**src/hdl/ffs_pkg.sv**
```systemverilog
// Package for the framer format and sleep control block
package ffs_pkg;
  localparam logic [6:0]  ADDR_VCO_CAL   = 7'h17;
  localparam logic [6:0]  ADDR_REG_SLEEP = 7'h1b;
  localparam logic [6:0]  ADDR_REVISION  = 7'h1d;
  localparam logic [6:0]  ADDR_SIGNATURE = 7'h1e;
  localparam logic [6:0]  ADDR_SILICON   = 7'h1f;
  localparam logic [6:0]  ADDR_PKT_FMT   = 7'h20;
  localparam logic [6:0]  ADDR_SLEEP     = 7'h23;
  localparam logic [6:0]  ADDR_SYNC0     = 7'h24;
  localparam logic [6:0]  ADDR_SYNC1     = 7'h25;
  localparam logic [6:0]  ADDR_SYNC2     = 7'h26;
  localparam logic [6:0]  ADDR_SYNC3     = 7'h27;
  localparam int          VCO_CAL_BIT    = 2;
  localparam int          REG_SLEEP_LSB  = 11;
  localparam int          SLEEP_BIT      = 14;
  localparam int          KEEP_ALIVE_BIT = 12;
  localparam logic [15:0] VCO_CAL_RESET  = 16'h0000;
  localparam logic [4:0]  REG_SLEEP_RESET = 5'h00;
  localparam logic [15:0] PKT_FMT_RESET  = 16'h5806;
  localparam logic [15:0] PKT_FMT_MASK   = 16'hfffe;
  localparam logic [15:0] SYNC_RESET     = 16'h0000;
  // Arbitrary neutral identity values
  localparam logic [15:0] SIGNATURE_DEF  = 16'h5a5a;
  localparam logic [15:0] SILICON_DEF    = 16'h0101;
  localparam logic [3:0]  RADIO_REV_DEF  = 4'h1;
  localparam logic [2:0]  DIGITAL_REV_DEF = 3'h1;
  localparam int          CLK_HZ         = 50_000_000;
  localparam int          TXBIT_HZ       = 1_000_000;
  localparam int          TXBIT_HALF     = CLK_HZ / TXBIT_HZ / 2;

  typedef struct packed {
    logic [2:0] preamble_length_select;
    logic [1:0] sync_pattern_length;
    logic [2:0] tail_bits_length;
    logic [1:0] line_coding;
    logic [1:0] error_correction_type;
    logic [2:0] clock_output_select;
    logic       rsvd;
  } ffs_fmt_t;

  typedef struct packed {
    logic [3:0] preamble_bytes;
    logic [6:0] sync_bits;
    logic [4:0] tail_bits;
    logic       nrz;
    logic       rate_two_thirds_code;
    logic       vco_autocal_enable;
  } ffs_frame_cfg_t;
endpackage

```
**src/hdl/ffs_spi_slave.sv**
```systemverilog
// SPI mode 0 slave framing 16-bit words after a command byte
`timescale 1ns/1ps
`default_nettype none
module ffs_spi_slave (
  // Clock and reset
  input  wire logic        clk,
  input  wire logic        rst_b,
  // Synchronised pins
  input  wire logic        ss_b,
  input  wire logic        sck,
  input  wire logic        mosi,
  output logic             miso,
  // Register side
  output logic [6:0]       addr,
  output logic             rd_cmd,
  output logic             wr_stb,
  output logic [15:0]      wr_data,
  input  wire logic [15:0] rd_data
);
  logic        sck_d_ff;
  logic [4:0]  cnt_ff;
  logic [23:0] sh_ff;
  logic [15:0] tx_ff;
  logic        rd_ff;
  logic [6:0]  addr_ff;
  logic        wr_ff;
  logic        rise;
  logic        fall;
  logic [23:0] nxt_sh;
  assign rise   = sck & ~sck_d_ff;
  assign fall   = ~sck & sck_d_ff;
  assign nxt_sh = {sh_ff[22:0], mosi};
  assign addr   = addr_ff;
  assign rd_cmd = rd_ff;
  assign wr_stb = wr_ff;
  assign wr_data = sh_ff[15:0];
  assign miso   = tx_ff[15];
  // Command byte: bit 7 high is a read, low bits the address
  always_ff @(posedge clk or negedge rst_b) begin
    if (!rst_b) begin
      sck_d_ff <= 1'b0;
      cnt_ff   <= 5'h00;
      sh_ff    <= 24'h000000;
      tx_ff    <= 16'h0000;
      rd_ff    <= 1'b0;
      addr_ff  <= 7'h00;
      wr_ff    <= 1'b0;
    end else begin
      sck_d_ff <= sck;
      wr_ff    <= 1'b0;
      if (ss_b) begin
        cnt_ff <= 5'h00;
      end else if (rise) begin
        sh_ff  <= nxt_sh;
        cnt_ff <= (cnt_ff == 5'd23) ? 5'd8 : cnt_ff + 5'd1;
        if (cnt_ff == 5'd7) begin
          rd_ff   <= nxt_sh[7];
          addr_ff <= nxt_sh[6:0];
        end
        if (cnt_ff == 5'd23 && !rd_ff) begin
          wr_ff <= 1'b1;
        end
      end else if (fall) begin
        if (cnt_ff == 5'd8) begin
          tx_ff <= rd_data;
        end else begin
          tx_ff <= {tx_ff[14:0], 1'b0};
        end
      end
    end
  end
endmodule
`default_nettype wire

```
**src/hdl/ffs_top.sv**
```systemverilog
// Framer format, identity and sleep control registers
`timescale 1ns/1ps
`default_nettype none
module ffs_top
  import ffs_pkg::*;
(
  // Clock and reset
  input  wire logic                    CLK,
  input  wire logic                    RST_B,
  // SPI slave pins
  input  wire logic                    SPI_SS_B,
  input  wire logic                    SPI_SCK,
  input  wire logic                    SPI_MOSI,
  output logic                         SPI_MISO,
  // Radio status inputs
  input  wire logic                    TXRX_START,
  input  wire logic                    SYNTH_CLOCK,
  // Sync serialiser
  input  wire logic                    SYNC_LOAD,
  input  wire logic                    SYNC_SHIFT,
  output logic                         SYNC_BIT,
  // Framing and power outputs
  output ffs_pkg::ffs_frame_cfg_t      FRAME_CFG,
  output logic                         VCO_CAL_START,
  output logic [4:0]                   REGULATOR_SLEEP_CURRENT,
  output logic                         REGULATOR_SLEEP_APPLY,
  output logic                         CRYSTAL_GAIN_ON,
  output logic                         CRYSTAL_RUN,
  output logic                         SLEEPING,
  output logic                         AUX_CLOCK_OUT
);
  import ffs_pkg::*;

  logic [1:0]  ss_sync_ff;
  logic [1:0]  sck_sync_ff;
  logic [1:0]  mosi_sync_ff;
  logic [1:0]  synth_sync_ff;
  logic [6:0]  addr;
  logic        rd_cmd;
  logic        wr_stb;
  logic [15:0] wr_data;
  logic [15:0] rd_data;
  logic [15:0] vco_ff;
  logic [4:0]  reg_sleep_ff;
  ffs_fmt_t    fmt_ff;
  logic        keep_alive_ff;
  logic        sleep_ff;
  logic        ss_d_ff;
  logic        ss_fall;
  logic [15:0] sync_ff [4];
  logic [63:0] sync_sh_ff;
  logic [6:0]  sync_cnt_ff;
  logic        div2_ff;
  logic [1:0]  div4_ff;
  logic [3:0]  div12_ff;
  logic        clk12_ff;
  logic [4:0]  txb_cnt_ff;
  logic        txb_ff;
  logic        aux_ff;
  logic        cal_ff;
  logic        nxt_aux;
  logic [63:0] sync_word;
  logic        wr_vco;
  logic        wr_rsleep;
  logic        wr_fmt;
  logic        wr_sleep;
  logic [15:0] rev_word;
  logic [15:0] sleep_rd;

  ffs_spi_slave u_spi (
    .clk     (CLK),
    .rst_b   (RST_B),
    .ss_b    (ss_sync_ff[1]),
    .sck     (sck_sync_ff[1]),
    .mosi    (mosi_sync_ff[1]),
    .miso    (SPI_MISO),
    .addr    (addr),
    .rd_cmd  (rd_cmd),
    .wr_stb  (wr_stb),
    .wr_data (wr_data),
    .rd_data (rd_data)
  );

  // SPI pins and SYNTH_CLOCK pass two flops before use
  always_ff @(posedge CLK or negedge RST_B) begin
    if (!RST_B) begin
      ss_sync_ff    <= 2'b11;
      sck_sync_ff   <= 2'b00;
      mosi_sync_ff  <= 2'b00;
      synth_sync_ff <= 2'b00;
    end else begin
      ss_sync_ff    <= {ss_sync_ff[0], SPI_SS_B};
      sck_sync_ff   <= {sck_sync_ff[0], SPI_SCK};
      mosi_sync_ff  <= {mosi_sync_ff[0], SPI_MOSI};
      synth_sync_ff <= {synth_sync_ff[0], SYNTH_CLOCK};
    end
  end

  // Write decode
  assign wr_vco    = wr_stb && addr == ADDR_VCO_CAL;
  assign wr_rsleep = wr_stb && addr == ADDR_REG_SLEEP;
  assign wr_fmt    = wr_stb && addr == ADDR_PKT_FMT;
  assign wr_sleep  = wr_stb && addr == ADDR_SLEEP;

  always_ff @(posedge CLK or negedge RST_B) begin
    if (!RST_B) begin
      vco_ff        <= VCO_CAL_RESET;
      reg_sleep_ff  <= REG_SLEEP_RESET;
      fmt_ff        <= PKT_FMT_RESET;
      keep_alive_ff <= 1'b1;
    end else begin
      if (wr_vco) begin
        vco_ff <= wr_data & (16'h0001 << VCO_CAL_BIT);
      end
      if (wr_rsleep) begin
        reg_sleep_ff <= wr_data[REG_SLEEP_LSB +: 5];
      end
      if (wr_fmt) begin
        fmt_ff <= wr_data & PKT_FMT_MASK;
      end
      if (wr_sleep) begin
        keep_alive_ff <= wr_data[KEEP_ALIVE_BIT];
      end
    end
  end

  // Wake on the select falling edge only; a level test would drop the
  // sleep write, which always lands while select is still low
  assign ss_fall = ss_d_ff & ~ss_sync_ff[1];
  always_ff @(posedge CLK or negedge RST_B) begin
    if (!RST_B) begin
      ss_d_ff <= 1'b1;
    end else begin
      ss_d_ff <= ss_sync_ff[1];
    end
  end

  always_ff @(posedge CLK or negedge RST_B) begin
    if (!RST_B) begin
      sleep_ff <= 1'b0;
    end else if (ss_fall) begin
      sleep_ff <= 1'b0;
    end else if (wr_sleep) begin
      sleep_ff <= wr_data[SLEEP_BIT];
    end
  end

  // Sync registers
  always_ff @(posedge CLK or negedge RST_B) begin
    if (!RST_B) begin
      for (int i = 0; i < 4; i++) begin
        sync_ff[i] <= SYNC_RESET;
      end
    end else if (wr_stb && addr[6:2] == ADDR_SYNC0[6:2]) begin
      sync_ff[addr[1:0]] <= wr_data;
    end
  end

  always_comb begin
    unique case (fmt_ff.sync_pattern_length)
      2'b11: sync_word = {sync_ff[3], sync_ff[2], sync_ff[1], sync_ff[0]};
      2'b10: sync_word = {16'h0000, sync_ff[3], sync_ff[2], sync_ff[0]};
      2'b01: sync_word = {32'h00000000, sync_ff[3], sync_ff[0]};
      2'b00: sync_word = {48'h000000000000, sync_ff[0]};
    endcase
  end

  // LSB first serialiser
  always_ff @(posedge CLK or negedge RST_B) begin
    if (!RST_B) begin
      sync_sh_ff  <= 64'h0;
      sync_cnt_ff <= 7'h00;
    end else if (SYNC_LOAD) begin
      sync_sh_ff  <= sync_word;
      sync_cnt_ff <= FRAME_CFG.sync_bits;
    end else if (SYNC_SHIFT && sync_cnt_ff != 7'h00) begin
      sync_sh_ff  <= {1'b0, sync_sh_ff[63:1]};
      sync_cnt_ff <= sync_cnt_ff - 7'd1;
    end
  end
  assign SYNC_BIT = sync_sh_ff[0];

  // Derived frame settings
  assign FRAME_CFG.preamble_bytes = {1'b0, fmt_ff.preamble_length_select} + 4'd1;
  assign FRAME_CFG.sync_bits = {fmt_ff.sync_pattern_length, 4'h0} + 7'd16;
  assign FRAME_CFG.tail_bits = {1'b0, fmt_ff.tail_bits_length, 1'b0} + 5'd4;
  assign FRAME_CFG.nrz = fmt_ff.line_coding == 2'b00;
  assign FRAME_CFG.rate_two_thirds_code = fmt_ff.error_correction_type == 2'b10;
  assign FRAME_CFG.vco_autocal_enable = vco_ff[VCO_CAL_BIT];

  // Calibration pulse at each operation start while the VCO_CAL_BIT enable is set
  always_ff @(posedge CLK or negedge RST_B) begin
    if (!RST_B) begin
      cal_ff <= 1'b0;
    end else begin
      cal_ff <= TXRX_START & vco_ff[VCO_CAL_BIT];
    end
  end
  assign VCO_CAL_START = cal_ff;

  // Power outputs
  assign SLEEPING                = sleep_ff;
  assign REGULATOR_SLEEP_CURRENT = reg_sleep_ff;
  assign REGULATOR_SLEEP_APPLY   = sleep_ff;
  assign CRYSTAL_GAIN_ON         = ~sleep_ff;
  assign CRYSTAL_RUN             = ~sleep_ff | keep_alive_ff;

  // Clock dividers; CLK stands for the crystal
  always_ff @(posedge CLK or negedge RST_B) begin
    if (!RST_B) begin
      div2_ff    <= 1'b0;
      div4_ff    <= 2'b00;
      div12_ff   <= 4'h0;
      clk12_ff   <= 1'b0;
      txb_cnt_ff <= 5'h00;
      txb_ff     <= 1'b0;
      aux_ff     <= 1'b0;
    end else begin
      div2_ff  <= ~div2_ff;
      div4_ff  <= div4_ff + 2'd1;
      div12_ff <= (div12_ff == 4'd5) ? 4'd0 : div12_ff + 4'd1;
      if (div12_ff == 4'd5) begin
        clk12_ff <= ~clk12_ff;
      end
      if (txb_cnt_ff == 5'(TXBIT_HALF - 1)) begin
        txb_cnt_ff <= 5'h00;
        txb_ff     <= ~txb_ff;
      end else begin
        txb_cnt_ff <= txb_cnt_ff + 5'd1;
      end
      aux_ff <= nxt_aux;
    end
  end

  // Buffered crystal is approximated by a half-rate registered copy
  always_comb begin
    unique case (fmt_ff.clock_output_select)
      3'b001:  nxt_aux = div2_ff;
      3'b010:  nxt_aux = div2_ff;
      3'b011:  nxt_aux = div4_ff[1];
      3'b100:  nxt_aux = clk12_ff;
      3'b101:  nxt_aux = txb_ff;
      3'b110:  nxt_aux = synth_sync_ff[1];
      default: nxt_aux = 1'b0;
    endcase
  end
  assign AUX_CLOCK_OUT = aux_ff & ~(sleep_ff & ~keep_alive_ff);

  // Read mux; sleep bit is write-only
  assign rev_word = {8'h00, RADIO_REV_DEF, 1'b0, DIGITAL_REV_DEF};
  assign sleep_rd = 16'h0001 << KEEP_ALIVE_BIT & {16{keep_alive_ff}};
  always_comb begin
    unique case (addr)
      ADDR_VCO_CAL:   rd_data = vco_ff;
      ADDR_REG_SLEEP: rd_data = {reg_sleep_ff, 11'h000};
      ADDR_REVISION:  rd_data = rev_word;
      ADDR_SIGNATURE: rd_data = SIGNATURE_DEF;
      ADDR_SILICON:   rd_data = SILICON_DEF;
      ADDR_PKT_FMT:   rd_data = fmt_ff;
      ADDR_SLEEP:     rd_data = sleep_rd;
      ADDR_SYNC0:     rd_data = sync_ff[0];
      ADDR_SYNC1:     rd_data = sync_ff[1];
      ADDR_SYNC2:     rd_data = sync_ff[2];
      ADDR_SYNC3:     rd_data = sync_ff[3];
      default:        rd_data = 16'h0000;
    endcase
  end

  logic unused_rd;
  assign unused_rd = rd_cmd;
endmodule
`default_nettype wire

```
**config.mk**
```make
export PLATFORM = sky130hd
export DESIGN_NAME = ffs_top
export DESIGN_NICKNAME = d
export VERILOG_FILES = /design/src/hdl/ffs_pkg.sv /design/src/hdl/ffs_spi_slave.sv /design/src/hdl/ffs_top.sv
export SDC_FILE = /design/constraint.sdc
export NUM_CORES = 1
export LEC_CHECK = 0
export BUFFER_PORTS_ARGS = -buffer_cell sky130_fd_sc_hd__clkbuf_2
export CAP_MARGIN = 0
export CORE_MARGIN = 4
export CORE_UTILIZATION = 45
export CTS_BUF_LIST = sky130_fd_sc_hd__clkbuf_16
export DETAILED_ROUTE_END_ITERATION = 12
export PLACE_DENSITY = 0.6
export RECOVER_POWER = 100
export REMOVE_ABC_BUFFERS = 1
export SYNTH_ARGS = -nofsm -noshare
export SYNTH_HDL_FRONTEND = slang
export SYNTH_SLANG_ARGS = --single-unit
```
**constraint.sdc**
```tcl
create_clock -name CLK -period 1.9 [get_ports CLK]
set_input_delay 0.095 -clock CLK [delete_from_list [all_inputs] [get_ports CLK]]
set_output_delay 0.095 -clock CLK [all_outputs]
set_load 0.05 [all_outputs]
```
==> run summary <==
Final instance area: 13,200 um2
Tot GR Track Use: 0.202
Cell count after synthesis: 970
Setup WS pre-CTS: -0.0736 ns
Type of origin of the critical path: register
Vias in the first global route: 7,529
Cell Area, Placed: 12,000 um2
Synthesized cell area: 11,000 um2
Met3 WL: 1290 um
Die area: 26,900 um2
Clock Tree Buf Depth: 3
Top area cells in the synthesized netlist: dfrtp_1, mux2_2, mux2i_1
CP peak stage delay: 0.40 ns
Compound-Gate Fraction of Synth Area: 0.107
Post-synthesis adder-cell area fraction: 0.0114
Yosys warning count: 0
Initial antenna violation count: 0
Die X: 164 um
Worst hold path class: in2reg
Met1 WL: 13,000 um
Clk sinks: 230
Final HPWL DP: 17,900 um
CP Class: reg2reg
Io pins: 41
Crit path capture type: register
Setup-failing EPs final: 6
Share of cells above drive strength 1: 0.280
WP data arrival: 2.32 ns
Routed length on met2: 12,800 um
PD cells: 840 nW/um2
Vias per cell: 5.56
Gr ovfl total: 0
Yosys cell types: 57
Final period util: 1.01
Final net count: 1,074
Total CTS buffers: 26
Post-synthesis mux area share: 0.208
Max-cap violation count: 0
Root buffer cell: clkbuf_16
Asr flop ratio synth: 1.00
Drt pass-1 iters: 5
Combinational family with the most area after synthesis: multiplexers
Clk_lat worst skew: 0.53 ns
EDFF count, synth: 0
Hold Vio Cnt, Final: 0
PortBufs: 35
Top_reg_cell synth: dfrtp_1
Area grow syn2layout: 20.1%
Critical Path RT: 2.30 ns
Largest net degree at the start of global routing: 58
Routed WL: 27,600 um
Vias: 7,741
Rows: 56
WL per Instance: 19.8 um
Xor-xnor portion of the synthesized cell area: 0.0120
CTS tree: done
Buf/Inv on CP: 3
Slew margin rel.: 0.128
Top sig layer: met4
Setup repair after global routing missed its margin: true
Status: finished, violations left
Slowest-stage cell, CP: or3_4
Max Clock Skew: 0.00870 ns
Worst Slack Setup Final: -0.0177 ns
Fin Setup TNS: -0.0471 ns
Clk slew on worst S/H paths: 0.06 ns
Detail Route Antenna Nets: 0
First-pass GRT wire length: 42,900 um
# H-tree levels: 1
Failing checks: setup timing
Pins Over Slew Limit: 0
Worst path cell trace: or3_4, o41ai_4, buf_4, buf_8, clkbuf_16, mux2i_1, o21ai_1
Lkg Pwr: 6.00 nW
Post-route DRC: 0
Worst-Margin Slew: 1.31 ns
Initial core utilization: 0.462
Proportion of netlist area held by the largest area contributor: 0.504
Max Fanout on Critical Path: 5
Cell family with most CP delay: buffers and inverters
Peak supply drop: 0.000469 V
Seq/Total Area, Yosys: 0.526
#FFs+latches synth: 230
Simple-Gate Fraction of Synth Area: 0.0975
Mean Syn Cell Area: 11.3 um2
Final min period: 1.92 ns
Max frequency: 0.521 GHz
Core ar.: 23,800 um2
Gpl congestion: 0.830
1st-iter DRT viols: 605
Antenna Cells: 0
Die Y: 164 um
Cell taking the most area after synthesis: dfrtp_1
-- path summary, 6_finish.rpt --
path | endpoint | slack (ns) | depth (start not counted) | from
max | sync_sh_ff[26] | -0.02 | 7 | sync_cnt_ff[3]
min | sck_sync_ff[0] | 0.21 | 2 | SPI_SCK
max reg2reg | sync_sh_ff[26] | -0.02 | 7 | sync_cnt_ff[3]
min reg2reg | synth_sync_ff[1] | 0.35 | 0 | synth_sync_ff[0]
max in group asynchronous | fmt_ff[11] | 0.32 | 3 | RST_B
min in group asynchronous | sync_sh_ff[30] | 0.40 | 2 | RST_B
-- final cells by class --
cell class / count / area, um2
Clock buffer: 27 / 676
Clock inverter: 20 / 126
Fill cell: 1999 / 10600
Inverter: 22 / 82.6
Multi-Input combinational cell: 654 / 4940
Sequential cell: 230 / 5770
Tap cell: 319 / 399
Timing Repair Buffer: 121 / 1180
-- cell usage in the layout, fill, tap and decap left out, drive strengths merged, types with 9 or more instances in the layout --
master	netlist	final
dfrtp	221	221
o21ai	120	120
nand2	118	119
mux2	111	111
mux2i	74	74
buf	25	72
clkbuf	44	68
nand3	38	38
a22oi	34	34
nor2	27	27
inv	22	26
a21oi	21	21
mux4	11	11
clkinv	0	11
ha	10	10
dfstp	9	9
-- sequential cells by signal, indices dropped and copies added, names as in the netlist, 2 cells and up --
name                     count
u_spi.cnt_ff                 5
u_spi.tx_ff                 16
txb_cnt_ff                   5
ss_sync_ff                   2
div4_ff                      2
sync_sh_ff                  64
u_spi.addr                   7
sck_sync_ff                  2
u_spi.sh_ff                 16
REGULATOR_SLEEP_CURRENT      5
fmt_ff                      15
div12_ff                     4
sync_ff                     64
sync_cnt_ff                  7
mosi_sync_ff                 2
synth_sync_ff                2
-- per-stage QoR --
stage	util	hold WS [ns]	cells	total power, W
global route	0.555	0.203	1393	0.0115
finish	0.555	0.212	1393	0.0111
CTS	0.543	0.0809	1380	0.0110
floorplan	-	-0.201	905	0.00595
global placement	0.504	0.0450	1323	0.00626
detailed placement	0.504	0.0431	1323	0.00628
-- worst register-to-register path, stage by stage (launching register included) --
cell	delay [ns]
dfrtp_1	0.38
or3_4	0.40
o41ai_4	0.27
buf_4	0.19
buf_8	0.13
clkbuf_16	0.15
mux2i_1	0.19
o21ai_1	0.08
-- power breakdown --
| group | internal [W] | leakage [nW] | switching, W |
|---|---|---|---|
| clock | 0.00270 | 0.398 | 0.00200 |
| combinational | 0.000473 | 2.50 | 0.000506 |
| sequential | 0.00509 | 3.10 | 0.000290 |
-- cells by family after synthesis --
| group | Yosys count |
|---|---|
| adder cells (fa/ha/maj) | 10 |
| multiplexers | 196 |
| flip-flops | 230 |
| AO/OA/AOI/OAI | 201 |
| buffers and inverters | 91 |
| XOR/XNOR | 15 |
| other | 1 |
| AND/OR/NAND/NOR | 226 |
-- cell usage after synthesis (all sizes together), types with 8 or more instances --
cell type	n
a21oi	21
a22oi	34
buf	25
clkbuf	44
dfrtp	221
dfstp	9
ha	10
inv	22
mux2	111
mux2i	74
mux4	11
nand2	118
nand3	38
nor2	27
o21ai	120
xnor2	8
-- what timing repair did --
item                       4_1_cts  5_1_grt
hold endpoints to repair       237        0
pin swaps                        1        4
setup buffers                    1        6
gates cloned                     1        7
setup endpoints to repair       76      134
resized for setup               13       75
hold buffers                     8        0
-- metal layers --
layer	global-route usage	up-vias
met1	0.302	3885
met5	0	-
met3	0.0251	34
met4	0.0503	0
li1	-	3633
met2	0.314	189
Note: power is estimated with default switching activity, not from simulation.
